$ cat config.mk
export PLATFORM = sky130hd
export DESIGN_NAME = cfci_fault_irq
export DESIGN_NICKNAME = d
export VERILOG_FILES = /design/src/hw/cfci_pkg.sv /design/src/hw/cfci_fault_irq.sv
export VERILOG_INCLUDE_DIRS = /design/src /design/src/hw
export SDC_FILE = /design/constraint.sdc
export NUM_CORES = 1
export LEC_CHECK = 0
export ABC_AREA = 1
export BUFFER_PORTS_ARGS = -buffer_cell sky130_fd_sc_hd__buf_2
export CAP_MARGIN = 15
export CORE_MARGIN = 4
export CORE_UTILIZATION = 40
export DETAILED_ROUTE_END_ITERATION = 12
export MAX_ROUTING_LAYER = met4
export PLACE_DENSITY = 0.6
export SETUP_SLACK_MARGIN = 0.05
export SYNTH_ARGS = -nofsm -noshare
export SYNTH_HDL_FRONTEND = slang
export SYNTH_SLANG_ARGS = --single-unit
$ cat constraint.sdc
create_clock -name pclk -period 1.8 [get_ports pclk]
set_clock_uncertainty 0.05 [all_clocks]
set_input_delay 0.36 -clock pclk [delete_from_list [all_inputs] [get_ports pclk]]
set_output_delay 0.36 -clock pclk [all_outputs]
set_load 0.05 [all_outputs]
$ cat src/hw/cfci_defs.svh
// Register indices, field positions, reset values and counter limits of the fault block.
`ifndef CFCI_DEFS_SVH
`define CFCI_DEFS_SVH

// Register indices; the byte address is four times the index.
`define CFCI_IDX_MASK_HIGH 6'h22
`define CFCI_IDX_MASK_LOW 6'h23
`define CFCI_IDX_FLAG_HIGH 6'h24
`define CFCI_IDX_FLAG_LOW 6'h25
`define CFCI_IDX_RX_COUNT 6'h26
`define CFCI_IDX_TX_COUNT 6'h27
`define CFCI_IDX_CTRL_ZERO 6'h28
`define CFCI_IDX_STATUS 6'h29
`define CFCI_IDX_MODULE_CFG 6'h2A
`define CFCI_IDX_MASK16 6'h2B
`define CFCI_IDX_FLAG16 6'h2C

// Control register zero fields.
`define CFCI_CTRL_BUSOFF_EN 0
`define CFCI_CTRL_ERROR_EN 1
// Module configuration fields.
`define CFCI_CFG_STOP 0
`define CFCI_CFG_WAKE_EN 1
`define CFCI_CFG_TEST 2
// Status fields.
`define CFCI_ST_WAKE 0
`define CFCI_ST_ERROR 1
`define CFCI_ST_BUSOFF 2
`define CFCI_ST_FAULT_LO 4
`define CFCI_ST_ERRBITS_LO 10

`define CFCI_RESET_BYTE 8'h00
`define CFCI_RESET_HALF 16'h0000

// Counter limits.
`define CFCI_PASSIVE_LIMIT 9'h080
`define CFCI_BUSOFF_LIMIT 9'h100
`define CFCI_RX_PRESET 8'h77
`define CFCI_RX_HOLD 8'h7F
`define CFCI_RECESSIVE_RUN 4'hB
`define CFCI_RECOVERY_GROUPS 8'h80
`define CFCI_STEP_BIG 9'h008
`define CFCI_STEP_ONE 9'h001

`endif

$ cat src/hw/cfci_pkg.sv
// Types shared by the fault-confinement and interrupt block.
package cfci_pkg;

  typedef enum logic [2:0] {
    CFCI_ACTIVE = 3'b001,
    CFCI_PASSIVE = 3'b010,
    CFCI_BUSOFF = 3'b100
  } cfci_fault_t;

  // One-cycle events from the protocol engine.
  typedef struct packed {
    logic tx_err;
    logic ack_err;
    logic tx_ok;
    logic rx_err;
    logic rx_err_big;
    logic rx_ok;
    logic [5:0] err_bits;
  } cfci_evt_t;

  // Bus-side controls toward the protocol engine.
  typedef struct packed {
    logic drive_enable;
    logic passive_flags;
    logic delay_start;
  } cfci_bus_ctl_t;

endpackage : cfci_pkg

$ cat src/hw/cfci_fault_irq.sv
// Fault confinement, event flags and buffer completion flags behind an APB slave.
`timescale 1ns/1ps
`include "cfci_defs.svh"

// Overview of operation
// Entering bus-off sets the bus-off flag; interrupt only when its enable is set.
// Reset leaves the bus-off flag clear; only a later bus-off entry sets it.
// Writing one to bus-off, error or wake flag changes nothing.
// Any error status bit event sets the error flag; interrupt gated by enable.
// In sleep with stop set, recessive-to-dominant edge sets wake flag if enabled.
// Sixteen buffer mask bits; a set bit enables that buffer's interrupt.
// Buffer interrupt follows mask at once; setting or clearing mask changes it.
// Mask and flag registers take 16-bit access and separate byte access.
// Each buffer completion sets its flag; interrupt when its mask bit is set.
// A completion during read-then-clear keeps the flag set.
// Buffer flags reset to zero; writes only clear, never set.
// Eight-bit counters: reset zero, add eight (receive also one), subtract one, floor zero.
// Receive counter holds above 127; next good reception loads 119.
// Counters are read-only unless test mode is set.
// Either counter at 128 or more makes the state error-passive.
// Error-passive returns to error-active when both counters are 127 or less.
// Transmit counter reaching 256 enters bus-off and clears transmit counter.
// Bus-off counts 11-recessive groups into transmit counter; at 128 recover, clear both.
// A dominant bit before 11 recessive clears the run count only.
// Error flag kind follows state, passive delays start, bus-off drives nothing.
// Acknowledge errors while passive never push the node into bus-off.
// Software clears an event flag by reading one, then writing zero.
// Fault field reads 00 active, 01 passive, 10 bus-off.
// Each event interrupt is its flag AND its enable, held until cleared.
module cfci_fault_irq (
  input wire logic pclk,
  input wire logic presetn,
  input wire logic psel,
  input wire logic penable,
  input wire logic pwrite,
  input wire logic [7:0] paddr,
  input wire logic [31:0] pwdata,
  input wire logic [3:0] pstrb,
  output logic [31:0] prdata,
  output logic pready,
  output logic pslverr,
  input wire cfci_pkg::cfci_evt_t evt,
  input wire logic [15:0] buffer_done,
  input wire logic bit_tick,
  input wire logic rx_bit,
  output cfci_pkg::cfci_bus_ctl_t bus_ctl,
  output logic [1:0] fault_state,
  output logic busoff_irq,
  output logic error_irq,
  output logic wake_irq,
  output logic buffer_irq
);

  ////////////////////////////////////////////////////////////////////////////
  // State.
  cfci_pkg::cfci_fault_t state_reg, state_next;
  logic [7:0] tec_reg, tec_next;
  logic [7:0] rec_reg, rec_next;
  logic [3:0] run_reg, run_next;
  logic [2:0] evflag_reg, evflag_next;
  logic [2:0] evarm_reg, evarm_next;
  logic [5:0] errbits_reg, errbits_next;
  logic [15:0] buffer_irq_enable_reg, buffer_irq_enable_next;
  logic [15:0] buffer_done_flag_reg, buffer_done_flag_next;
  logic [15:0] bufarm_reg, bufarm_next;
  logic [7:0] control_reg_zero_reg, control_reg_zero_next;
  logic [7:0] module_config_reg_reg, module_config_reg_next;
  logic rx_prev_reg, rx_prev_next;
  logic [31:0] prdata_reg, prdata_next;
  logic pready_reg, pready_next;
  logic pslverr_reg, pslverr_next;
  logic [1:0] fault_next;
  cfci_pkg::cfci_bus_ctl_t bus_ctl_reg, bus_ctl_next;
  logic [3:0] irq_reg, irq_next;

  ////////////////////////////////////////////////////////////////////////////
  // Bus decode.
  logic [5:0] idx;
  logic hit, wr_done, rd_done;
  logic [15:0] lane_wr, lane_rd, wr_half;
  logic [8:0] tec_sum, rec_sum;
  logic [15:0] flag_clear;
  logic [2:0] ev_clear, ev_set;
  logic test_mode, wake_edge;

  assign idx = paddr[7:2];
  assign wr_done = psel & penable & pready_reg & pwrite;
  assign rd_done = psel & penable & pready_reg & ~pwrite;
  assign test_mode = module_config_reg_reg[`CFCI_CFG_TEST];

  always_comb begin
    hit = (idx >= `CFCI_IDX_MASK_HIGH) && (idx <= `CFCI_IDX_FLAG16) && (paddr[1:0] == 2'b00);
  end

  // byte and half-word views of the mask and flag words.
  always_comb begin
    lane_wr = 16'h0000;
    wr_half = 16'h0000;
    if (idx == `CFCI_IDX_MASK_HIGH || idx == `CFCI_IDX_FLAG_HIGH) begin
      lane_wr = {{8{pstrb[0]}}, 8'h00};
      wr_half = {pwdata[7:0], 8'h00};
    end else if (idx == `CFCI_IDX_MASK_LOW || idx == `CFCI_IDX_FLAG_LOW) begin
      lane_wr = {8'h00, {8{pstrb[0]}}};
      wr_half = {8'h00, pwdata[7:0]};
    end else if (idx == `CFCI_IDX_MASK16 || idx == `CFCI_IDX_FLAG16) begin
      lane_wr = {{8{pstrb[1]}}, {8{pstrb[0]}}};
      wr_half = pwdata[15:0];
    end
    lane_rd = 16'hFFFF;
    if (idx == `CFCI_IDX_FLAG_HIGH) begin
      lane_rd = 16'hFF00;
    end else if (idx == `CFCI_IDX_FLAG_LOW) begin
      lane_rd = 16'h00FF;
    end
  end

  ////////////////////////////////////////////////////////////////////////////
  // Register file next values.
  logic is_flag, is_mask;
  assign is_flag = (idx == `CFCI_IDX_FLAG_HIGH) || (idx == `CFCI_IDX_FLAG_LOW) ||
                   (idx == `CFCI_IDX_FLAG16);
  assign is_mask = (idx == `CFCI_IDX_MASK_HIGH) || (idx == `CFCI_IDX_MASK_LOW) ||
                   (idx == `CFCI_IDX_MASK16);

  always_comb begin
    pready_next = psel & ~penable;
    pslverr_next = psel & ~penable & ~hit;
    prdata_next = 32'h0000_0000;
    if (psel & ~penable) begin
      unique case (idx)
        `CFCI_IDX_MASK_HIGH: prdata_next[7:0] = buffer_irq_enable_reg[15:8];
        `CFCI_IDX_MASK_LOW: prdata_next[7:0] = buffer_irq_enable_reg[7:0];
        `CFCI_IDX_FLAG_HIGH: prdata_next[7:0] = buffer_done_flag_reg[15:8];
        `CFCI_IDX_FLAG_LOW: prdata_next[7:0] = buffer_done_flag_reg[7:0];
        `CFCI_IDX_RX_COUNT: prdata_next[7:0] = rec_reg;
        `CFCI_IDX_TX_COUNT: prdata_next[7:0] = tec_reg;
        `CFCI_IDX_CTRL_ZERO: prdata_next[7:0] = control_reg_zero_reg;
        `CFCI_IDX_MODULE_CFG: prdata_next[7:0] = module_config_reg_reg;
        `CFCI_IDX_MASK16: prdata_next[15:0] = buffer_irq_enable_reg;
        `CFCI_IDX_FLAG16: prdata_next[15:0] = buffer_done_flag_reg;
        `CFCI_IDX_STATUS: begin
          prdata_next[`CFCI_ST_ERRBITS_LO +: 6] = errbits_reg;
          prdata_next[`CFCI_ST_FAULT_LO +: 2] = fault_state;
          prdata_next[2:0] = evflag_reg;
        end
        default: prdata_next = 32'h0000_0000;
      endcase
    end
    control_reg_zero_next = control_reg_zero_reg;
    module_config_reg_next = module_config_reg_reg;
    buffer_irq_enable_next = buffer_irq_enable_reg;
    if (wr_done && idx == `CFCI_IDX_CTRL_ZERO && pstrb[0]) begin
      control_reg_zero_next = pwdata[7:0];
    end
    if (wr_done && idx == `CFCI_IDX_MODULE_CFG && pstrb[0]) begin
      module_config_reg_next = pwdata[7:0];
    end
    // per-buffer enables, byte or half-word written.
    if (wr_done && is_mask) begin
      buffer_irq_enable_next = (buffer_irq_enable_reg & ~lane_wr) | (wr_half & lane_wr);
    end
  end

  ////////////////////////////////////////////////////////////////////////////
  // Buffer completion flags.
  assign flag_clear = (wr_done && is_flag) ? (bufarm_reg & lane_wr & ~wr_half) : 16'h0000;

  genvar b;
  generate
    for (b = 0; b < 16; b++) begin : g_buf
      always_comb begin
        // a new completion wins over the pending clear.
        // a written one never sets a flag.
        // completion sets the flag.
        buffer_done_flag_next[b] = buffer_done[b] |
                                   (buffer_done_flag_reg[b] & ~flag_clear[b]);
        bufarm_next[b] = bufarm_reg[b];
        if (rd_done && is_flag && lane_rd[b]) begin
          bufarm_next[b] = buffer_done_flag_reg[b];
        end
        if (flag_clear[b] || buffer_done[b]) begin
          bufarm_next[b] = 1'b0;
        end
      end
    end
  endgenerate

  ////////////////////////////////////////////////////////////////////////////
  // Event flags: bit 2 bus-off, bit 1 error, bit 0 wake.
  // edge seen only in sleep with stop set and wake enabled.
  assign wake_edge = module_config_reg_reg[`CFCI_CFG_STOP] &
                     module_config_reg_reg[`CFCI_CFG_WAKE_EN] & rx_prev_reg & ~rx_bit;

  always_comb begin
    ev_set = 3'b000;
    // flag on each entry into bus-off.
    ev_set[`CFCI_ST_BUSOFF] = (state_next == cfci_pkg::CFCI_BUSOFF) &&
                              (state_reg != cfci_pkg::CFCI_BUSOFF);
    // every error status event, already set or not.
    ev_set[`CFCI_ST_ERROR] = |evt.err_bits;
    ev_set[`CFCI_ST_WAKE] = wake_edge;
    // read-as-one arms, written zero then clears.
    // a written one clears nothing.
    ev_clear = (wr_done && idx == `CFCI_IDX_STATUS && pstrb[0]) ?
               (evarm_reg & ~pwdata[2:0]) : 3'b000;
    evflag_next = ev_set | (evflag_reg & ~ev_clear);
    evarm_next = evarm_reg & ~(ev_clear | ev_set);
    errbits_next = errbits_reg | evt.err_bits;
    if (rd_done && idx == `CFCI_IDX_STATUS) begin
      evarm_next = evflag_reg & ~ev_set;
      // Error reports accumulate since the last status read.
      errbits_next = evt.err_bits;
    end
    rx_prev_next = rx_bit;
  end

  ////////////////////////////////////////////////////////////////////////////
  // Error counters and fault state.
  always_comb begin
    state_next = state_reg;
    tec_next = tec_reg;
    rec_next = rec_reg;
    run_next = run_reg;
    tec_sum = {1'b0, tec_reg};
    rec_sum = {1'b0, rec_reg};
    unique case (state_reg)
      cfci_pkg::CFCI_BUSOFF: begin
        if (bit_tick) begin
          if (rx_bit) begin
            // wrap after each group of recessive bits.
            if (run_reg == `CFCI_RECESSIVE_RUN - 4'h1) begin
              run_next = 4'h0;
              tec_next = tec_reg + 8'h01;
              if (tec_next == `CFCI_RECOVERY_GROUPS) begin
                state_next = cfci_pkg::CFCI_ACTIVE;
                tec_next = 8'h00;
                rec_next = 8'h00;
              end
            end else begin
              run_next = run_reg + 4'h1;
            end
          end else begin
            // dominant bit restarts the run only.
            run_next = 4'h0;
          end
        end
      end
      cfci_pkg::CFCI_ACTIVE, cfci_pkg::CFCI_PASSIVE: begin
        run_next = 4'h0;
        // step sizes and floor at zero.
        // acknowledge errors while passive add nothing.
        if (evt.tx_err && !(evt.ack_err && state_reg == cfci_pkg::CFCI_PASSIVE)) begin
          tec_sum = tec_sum + `CFCI_STEP_BIG;
        end
        if (evt.tx_ok && tec_sum != 9'h000) begin
          tec_sum = tec_sum - `CFCI_STEP_ONE;
        end
        if (evt.rx_ok) begin
          // reload from the held range, else count down.
          if (rec_reg > `CFCI_RX_HOLD) begin
            rec_sum = {1'b0, `CFCI_RX_PRESET};
          end else if (rec_reg != 8'h00) begin
            rec_sum = rec_sum - `CFCI_STEP_ONE;
          end
        end else if (rec_reg <= `CFCI_RX_HOLD) begin
          // no increase once above the hold limit.
          if (evt.rx_err_big) begin
            rec_sum = rec_sum + `CFCI_STEP_BIG;
          end else if (evt.rx_err) begin
            rec_sum = rec_sum + `CFCI_STEP_ONE;
          end
        end
        rec_next = rec_sum[7:0];
        if (tec_sum >= `CFCI_BUSOFF_LIMIT) begin
          // bus-off entry clears the transmit counter.
          state_next = cfci_pkg::CFCI_BUSOFF;
          tec_next = 8'h00;
        end else begin
          tec_next = tec_sum[7:0];
          // passive at 128 or more.
          // active when both are 127 or less.
          if (tec_sum >= `CFCI_PASSIVE_LIMIT || rec_sum >= `CFCI_PASSIVE_LIMIT) begin
            state_next = cfci_pkg::CFCI_PASSIVE;
          end else begin
            state_next = cfci_pkg::CFCI_ACTIVE;
          end
        end
      end
      default: state_next = cfci_pkg::CFCI_ACTIVE;
    endcase
    // counters writable only in test mode; the write wins over counting.
    if (wr_done && test_mode && pstrb[0]) begin
      if (idx == `CFCI_IDX_RX_COUNT) begin
        rec_next = pwdata[7:0];
      end
      if (idx == `CFCI_IDX_TX_COUNT) begin
        tec_next = pwdata[7:0];
      end
    end
  end

  ////////////////////////////////////////////////////////////////////////////
  // Outputs, registered from next values so they move with the state.
  always_comb begin
    // fault field encoding.
    unique case (state_next)
      cfci_pkg::CFCI_PASSIVE: fault_next = 2'b01;
      cfci_pkg::CFCI_BUSOFF: fault_next = 2'b10;
      default: fault_next = 2'b00;
    endcase
    // bus behaviour per fault state.
    bus_ctl_next.drive_enable = (state_next != cfci_pkg::CFCI_BUSOFF);
    bus_ctl_next.passive_flags = (state_next == cfci_pkg::CFCI_PASSIVE);
    bus_ctl_next.delay_start = (state_next == cfci_pkg::CFCI_PASSIVE);
    // each event interrupt is flag AND enable.
    irq_next[0] = evflag_next[`CFCI_ST_BUSOFF] & control_reg_zero_next[`CFCI_CTRL_BUSOFF_EN];
    irq_next[1] = evflag_next[`CFCI_ST_ERROR] & control_reg_zero_next[`CFCI_CTRL_ERROR_EN];
    irq_next[2] = evflag_next[`CFCI_ST_WAKE] & module_config_reg_next[`CFCI_CFG_WAKE_EN];
    // the mask takes effect in the same edge that writes it.
    irq_next[3] = |(buffer_done_flag_next & buffer_irq_enable_next);
  end

  ////////////////////////////////////////////////////////////////////////////
  // Registers.
  // flags, counters, masks and enables start clear, the bus-off flag included.
  always_ff @(posedge pclk or negedge presetn) begin
    if (!presetn) begin
      state_reg <= cfci_pkg::CFCI_ACTIVE;
      tec_reg <= `CFCI_RESET_BYTE;
      rec_reg <= `CFCI_RESET_BYTE;
      run_reg <= 4'h0;
      evflag_reg <= 3'b000;
      evarm_reg <= 3'b000;
      errbits_reg <= 6'h00;
      buffer_irq_enable_reg <= `CFCI_RESET_HALF;
      buffer_done_flag_reg <= `CFCI_RESET_HALF;
      bufarm_reg <= `CFCI_RESET_HALF;
      control_reg_zero_reg <= `CFCI_RESET_BYTE;
      module_config_reg_reg <= `CFCI_RESET_BYTE;
      rx_prev_reg <= 1'b1;
      prdata_reg <= 32'h0000_0000;
      pready_reg <= 1'b0;
      pslverr_reg <= 1'b0;
      fault_state <= 2'b00;
      bus_ctl_reg <= 3'b100;
      irq_reg <= 4'h0;
    end else begin
      state_reg <= state_next;
      tec_reg <= tec_next;
      rec_reg <= rec_next;
      run_reg <= run_next;
      evflag_reg <= evflag_next;
      evarm_reg <= evarm_next;
      errbits_reg <= errbits_next;
      buffer_irq_enable_reg <= buffer_irq_enable_next;
      buffer_done_flag_reg <= buffer_done_flag_next;
      bufarm_reg <= bufarm_next;
      control_reg_zero_reg <= control_reg_zero_next;
      module_config_reg_reg <= module_config_reg_next;
      rx_prev_reg <= rx_prev_next;
      prdata_reg <= prdata_next;
      pready_reg <= pready_next;
      pslverr_reg <= pslverr_next;
      fault_state <= fault_next;
      bus_ctl_reg <= bus_ctl_next;
      irq_reg <= irq_next;
    end
  end

  assign prdata = prdata_reg;
  assign pready = pready_reg;
  assign pslverr = pslverr_reg;
  assign bus_ctl = bus_ctl_reg;
  assign busoff_irq = irq_reg[0];
  assign error_irq = irq_reg[1];
  assign wake_irq = irq_reg[2];
  assign buffer_irq = irq_reg[3];

endmodule : cfci_fault_irq

---- Word level (Yosys, flattened, before mapping) ----
Cells that the tools add are included.
word-level totals
  logic and storage cells ................. 332
  register bits ........................... 142
  input bits .............................. 79
operators by class
  add/sub/neg operators ................... 7
  bitwise operators ....................... 83
  magnitude comparators ................... 7
  reductions and logical operators ........ 85
  muxes and demuxes ....................... 92
  equality and inequality tests ........... 21
operator list
  operator               count
  $mux W16               11
  $mux W8                13
  $mux W9                11
  $and A16 B16 Y16       5
  $eq A6 B6 Y1 const B   11
  $logic_and A1 B1 Y1    34
  $reduce_bool A2 Y1     17
  $mux W1                32
  $not A16 Y16           2
  $pmux W8 S2            2
  $and A1 B1 Y1          28
  $pmux W3 S9            1
  $logic_or A1 B1 Y1     24
  $mux W3                7
  $not A1 Y1             20
  $add A8 B4 Y9 const B  2
  $ge A9 B8 Y1 const B   2
  $pmux W2 S9            1
  $pmux W6 S3            1
  $or A1 B1 Y1           16
  $or A16 B16 Y16        1
  $pmux W2 S8            1
  $reduce_or A16 Y1      1
  $and A3 B3 Y3          4
  34 further kinds       48

---- Depth between registers and ports, before layout ----
  word-level depth ........................ 21
  depth in mapped cells ................... 19

---- Least setup slack after synthesis ----
No wires, ideal clock.
  path type ............................... register to register
  start ................................... register pready_reg (netlist: pready)
  end ..................................... register irq_reg[3]
  arrival ................................. 1.961 ns
  clock period less this slack ............ 2.129 ns
  required time ........................... 1.631 ns
  cell stages (with the launch flop) ...... 15
  path buffers ............................ 1
  setup slack ............................. -0.329 ns
  path through ............................ dfrtp_1 nand3_1 nor2_4 inv_1 a21oi_2 nand2_2 buf_6 nand2_1 o21ai_0 nand2_1 nand2_1 clkinv_1 nand2_1 nor2_1 nand2_1
between the ends
  elaborated cells between the ends (all ways) .. 56
  those cells by class .................... 2 x mux; 51 x bitwise; 3 x reduce/logical
RTL lines
  what                           line                   text
  start, declared                cfci_fault_irq.sv:70   logic pready_reg, pready_next;
  start signal, assigned         cfci_fault_irq.sv:362  pready_reg <= pready_next;
  $and A1 B1 Y1 (2 in series)    cfci_fault_irq.sv:87   assign wr_done = psel & penable & pready_reg & pwrite;
  $logic_and A1 B1 Y1            cfci_fault_irq.sv:159  if (wr_done && is_mask) begin
  $mux W16                       cfci_fault_irq.sv:159
  via buffer_irq_enable_next[5]  cfci_fault_irq.sv:63   logic [15:0] buffer_irq_enable_reg, buffer_irq_enable_next;
  $and A16 B16 Y16               cfci_fault_irq.sv:320  irq_next[3] = |(buffer_done_flag_next & buffer_irq_enable_next);
  $reduce_or A16 Y1              cfci_fault_irq.sv:320
  via irq_next[3]                cfci_fault_irq.sv:74   logic [3:0] irq_reg, irq_next;
  end signal, assigned           cfci_fault_irq.sv:366  irq_reg <= irq_next;
  end, declared                  cfci_fault_irq.sv:74
The timed path passes the listed nets, and every way through them passes these cells.
A chain may end at the register's enable or synchronous reset.

---- Final worst setup path ----
  start ................................... register state_reg[0]
  end ..................................... register tec_reg[1]
between the ends
  longest elaborated chain between the ends .. 15
  elaborated cells between the ends (all ways) .. 19
  those cells by class .................... 1 x add/sub; 1 x order compare; 3 x eq/ne; 8 x mux; 6 x reduce/logical
RTL lines
  what                                                                    line                   text
  start, declared                                                         cfci_fault_irq.sv:56   cfci_pkg::cfci_fault_t state_reg, state_next;
  start signal, assigned                                                  cfci_fault_irq.sv:328  state_reg <= cfci_pkg::CFCI_ACTIVE;
  start signal, assigned                                                  cfci_fault_irq.sv:348  state_reg <= state_next;
  parallel branches: the longest is 12 deep, another holds $sub A9 B1 Y9  --
  $pmux W8 S2 (*)                                                         cfci_fault_irq.sv:226  unique case (state_reg)
  $mux W8                                                                 cfci_fault_irq.sv:296  if (idx == `CFCI_IDX_TX_COUNT) begin
  $mux W8 (*)                                                             cfci_fault_irq.sv:292  if (wr_done && test_mode && pstrb[0]) begin
  via tec_next[1]                                                         cfci_fault_irq.sv:57   logic [7:0] tec_reg, tec_next;
  end signal, assigned                                                    cfci_fault_irq.sv:329  tec_reg <= `CFCI_RESET_BYTE;
  end signal, assigned                                                    cfci_fault_irq.sv:349  tec_reg <= tec_next;
  end, declared                                                           cfci_fault_irq.sv:57
Mark *: on every way through the listed nets, which the timed path passes. The select of a mux whose other input is x is not followed.

==> summary.txt <==
Logic synthesis
  – Leading register cell type out of synthesis: dfrtp_1
  – Number of standard cells after synthesis: 1013
  – Syn_area_per_cell: 7.54 um^2
  – Number of distinct library cells after synthesis: 48
  – Post-synth EDFFs: 0
  – Most instantiated library cell after synthesis: nand2_1
  – Netlist area before placement: 7640 um^2
  – Library cell occupying the most area in the post-synthesis netlist: dfrtp_1
  – Register bit count reported by yosys: 126
  – Proportion of synthesized chip area in sequential cells: 0.413
  – Ys async rst share: 1.00
  – Number of synthesis warnings: 0
  – Synth area leaders: dfrtp_1, nand2_1, inv_1
  – Proportion of netlist area held by the largest area contributor: 0.403
  – Top cell types by occurrence after synthesis: nand2_1, inv_1, dfrtp_1, nor2_1, nand3_1

STA
  – Final-report max-slew violation count: 0
  – WHS: 0.0245 ns
  – Setup repair after global routing missed its margin: true
  – Maximum clock rate: 462 MHz
  – Time the worst path needs with I/O delays and setup: 2.16 ns
  – Finish-stage setup viols: 28
  – Hold Vio Cnt, Final: 0
  – Final sum of negative setup slack: -8.08 ns
  – Post-route fraction of the period consumed by the critical path: 1.20
  – Measured slew at the worst slew-check pin: 0.543 ns
  – Slew margin rel.: 0.638
  – Setup WS post-layout: -0.363 ns

Global route
  – GRT overflow: 0
  – Vias in the first global route: 7882
  – All-layer global routing usage: 0.262
  – Wire length of the first global-routing pass: 42900 um
  – Initial antenna violation count: 0
  – Pin count of the biggest net entering global routing: 39

Floorplan
  – Die span in y: 146 um
  – Core area: 18800 um^2
  – Top-level port count: 122
  – Site Rows: 50
  – Floorplan die width: 146 um
  – Die area: 21400 um^2
  – Initial core utilization: 0.407

Detailed routing
  – Remaining design rule violation count: 0
  – Post-DR vias/cell: 5.06
  – DR pass1 iterations: 6
  – Number of violations reported at the end of detailed-routing iteration 0: 564
  – Remaining antenna violation count after routing: 0
  – Vias after detailed routing: 8024
  – Average wire per cell in the routed design: 17.2 um
  – Total wire length: 27300 um

Placed design
  – Final GP Congestion: 0.947
  – HPWL after detailed placement: 20800 um
  – Number of port buffers: 87
  – Post-place setup slack: -0.559 ns

Critical path
  – CP peak stage delay: 0.57 ns
  – R2r worst-path depth: 14
  – Reg2reg start: state_reg[0]
  – Cell breakdown of the critical path: nor2_2, nand2_2, nand2_4, nand2_4, nand2_4, inv_4, nand2_4, nor2_4, nand2_2, nand2_4, nor2_4, nor2_4, nand2_1, a22oi_1
  – Critical path required time: 2.08 ns
  – WS Path Type: register to register
  – CP max FO: 8
  – Slack of the worst reg-to-reg path: -0.36 ns
  – Cell type of the slowest stage on the worst timing path: dfstp_2
  – Capture instance of the worst register-to-register path: tec_reg[1]
  – Arrival time of the worst setup path: 2.45 ns
  – Most used cell, CP: nand2_4
  – Startpoint type of the worst setup path: register
  – Gate family responsible for the most delay along the worst path: simple AND/OR/NAND/NOR gates
  – Critical Path Sink Type: register
  – Bufs and invs on worst path: 1

Hold path
  – Hold Path Depth: 1
  – Tightest Hold Check Type: primary input to register
  – Min-delay src: rx_bit
  – Hold Crit Endpoint: rx_prev_reg

Clock tree
  – Root buf cell: clkbuf_16
  – Clock tree from TritonCTS: built
  – Clock buffer count from CTS: 17
  – Number of sinks on the clock net: 126
  – Maximum number of buffers from clock root to sink: 2
  – Clock transition at path regs: 0.06 ns
  – Number of H-tree levels: 4
  – Clock latency on the worst-skew pair: 0.42 ns

Finish
  – Utilization of the core after routing: 0.603
  – Layout area overhead: 48.1%
  – Count of fill cells added during filler insertion: 1687
  – Total area of multi-input combinational cells: 4350 um^2
  – Sequential cell area in the final layout: 3160 um^2
  – Share of layout cells above drive strength 1: 0.393
  – Total number of nets in the final design: 1429
  – Number of diodes: 0

Pwr
  – Cell leakage power: 5.92 nW
  – Maximum VDD drop: 736 uV
  – Cell area power density: 1140 nW/um^2

Job
  – Max-Cap Viols: 0

Status
  – Failing checks: setup timing
  – Run status: finished with violations
## cells by family after synthesis
family | share of synthesized area
AOI/OAI and AO/OA | 0.167
adders and majority gates | 0.0164
and+or+nand+nor | 0.288
DFF | 0.413
buffers and inverters | 0.106
xor gates and xnor gates | 0.00917
other | 0.000491
## layout make-up
class                           instances  area share
Clock inverter                          8      0.0105
Sequential cell                       126       0.279
Inverter                              158      0.0543
Clock buffer                           24      0.0399
Timing Repair Buffer                  320       0.206
Multi-Input combinational cell        717       0.384
Tap cell                              234      0.0259
## layout by cell type, fill, tap and decap left out, types with 31 or more instances in the layout
| cell type | count |
|---|---|
| nand2_1 | 248 |
| o21ai_0 | 41 |
| a21oi_1 | 41 |
| nand3_1 | 40 |
| buf_4 | 212 |
| inv_1 | 133 |
| dfrtp_1 | 121 |
| buf_2 | 86 |
| nand2_2 | 31 |
| nor2_1 | 47 |
## how the worst max path moves through the flow
stage,startpoint,endpoint,slack (ns),cells past startpoint
after floorplan,state_reg[0],bus_ctl[0],-0.13,15
after global placement,paddr[3],irq_reg[3],-0.54,16
after detailed placement,paddr[3],irq_reg[3],-0.56,16
after CTS,state_reg[0],tec_reg[2],-0.31,14
after global routing,state_reg[0],tec_reg[3],-0.47,16
final,state_reg[0],tec_reg[1],-0.36,14
## per-layer routing
| layer | track usage | up-vias | part of all wire | wire length [um] |
|---|---|---|---|---|
| li1 | - | 3934 | - | - |
| met1 | 0.358 | 3788 | 0.45 | 12200 |
| met2 | 0.399 | 269 | 0.46 | 12700 |
| met3 | 0.0608 | 33 | 0.071 | 1950 |
| met4 | 0.0635 | 0 | 0.018 | 487 |
| met5 | - | - | 0 | 0 |
## through the flow
stage          total power, mW  area [um^2]  std cells
2_1_floorplan             6.04         7790       1028
3_3_place_gp              8.16         9820       1511
3_5_place_dp              8.17         9820       1511
4_1_cts                   12.4        10900       1573
5_1_grt                   13.6        11300       1587
6_report                  12.9        11300       1587
## report_power, final
part           switching [mW]  leakage (nW)  internal, mW
registers               0.312          1.53          3.14
clock network            1.28         0.280          2.17
logic                    3.30          4.11          2.69
## repair_timing
item	CTS	global route
hold endpoints to repair	32	0
buffers inserted	27	16
gates cloned	3	0
pin swaps	45	57
setup endpoints to repair	38	46
resized for setup	85	83
hold buffers	1	0
(Power assumes the default switching activity.)
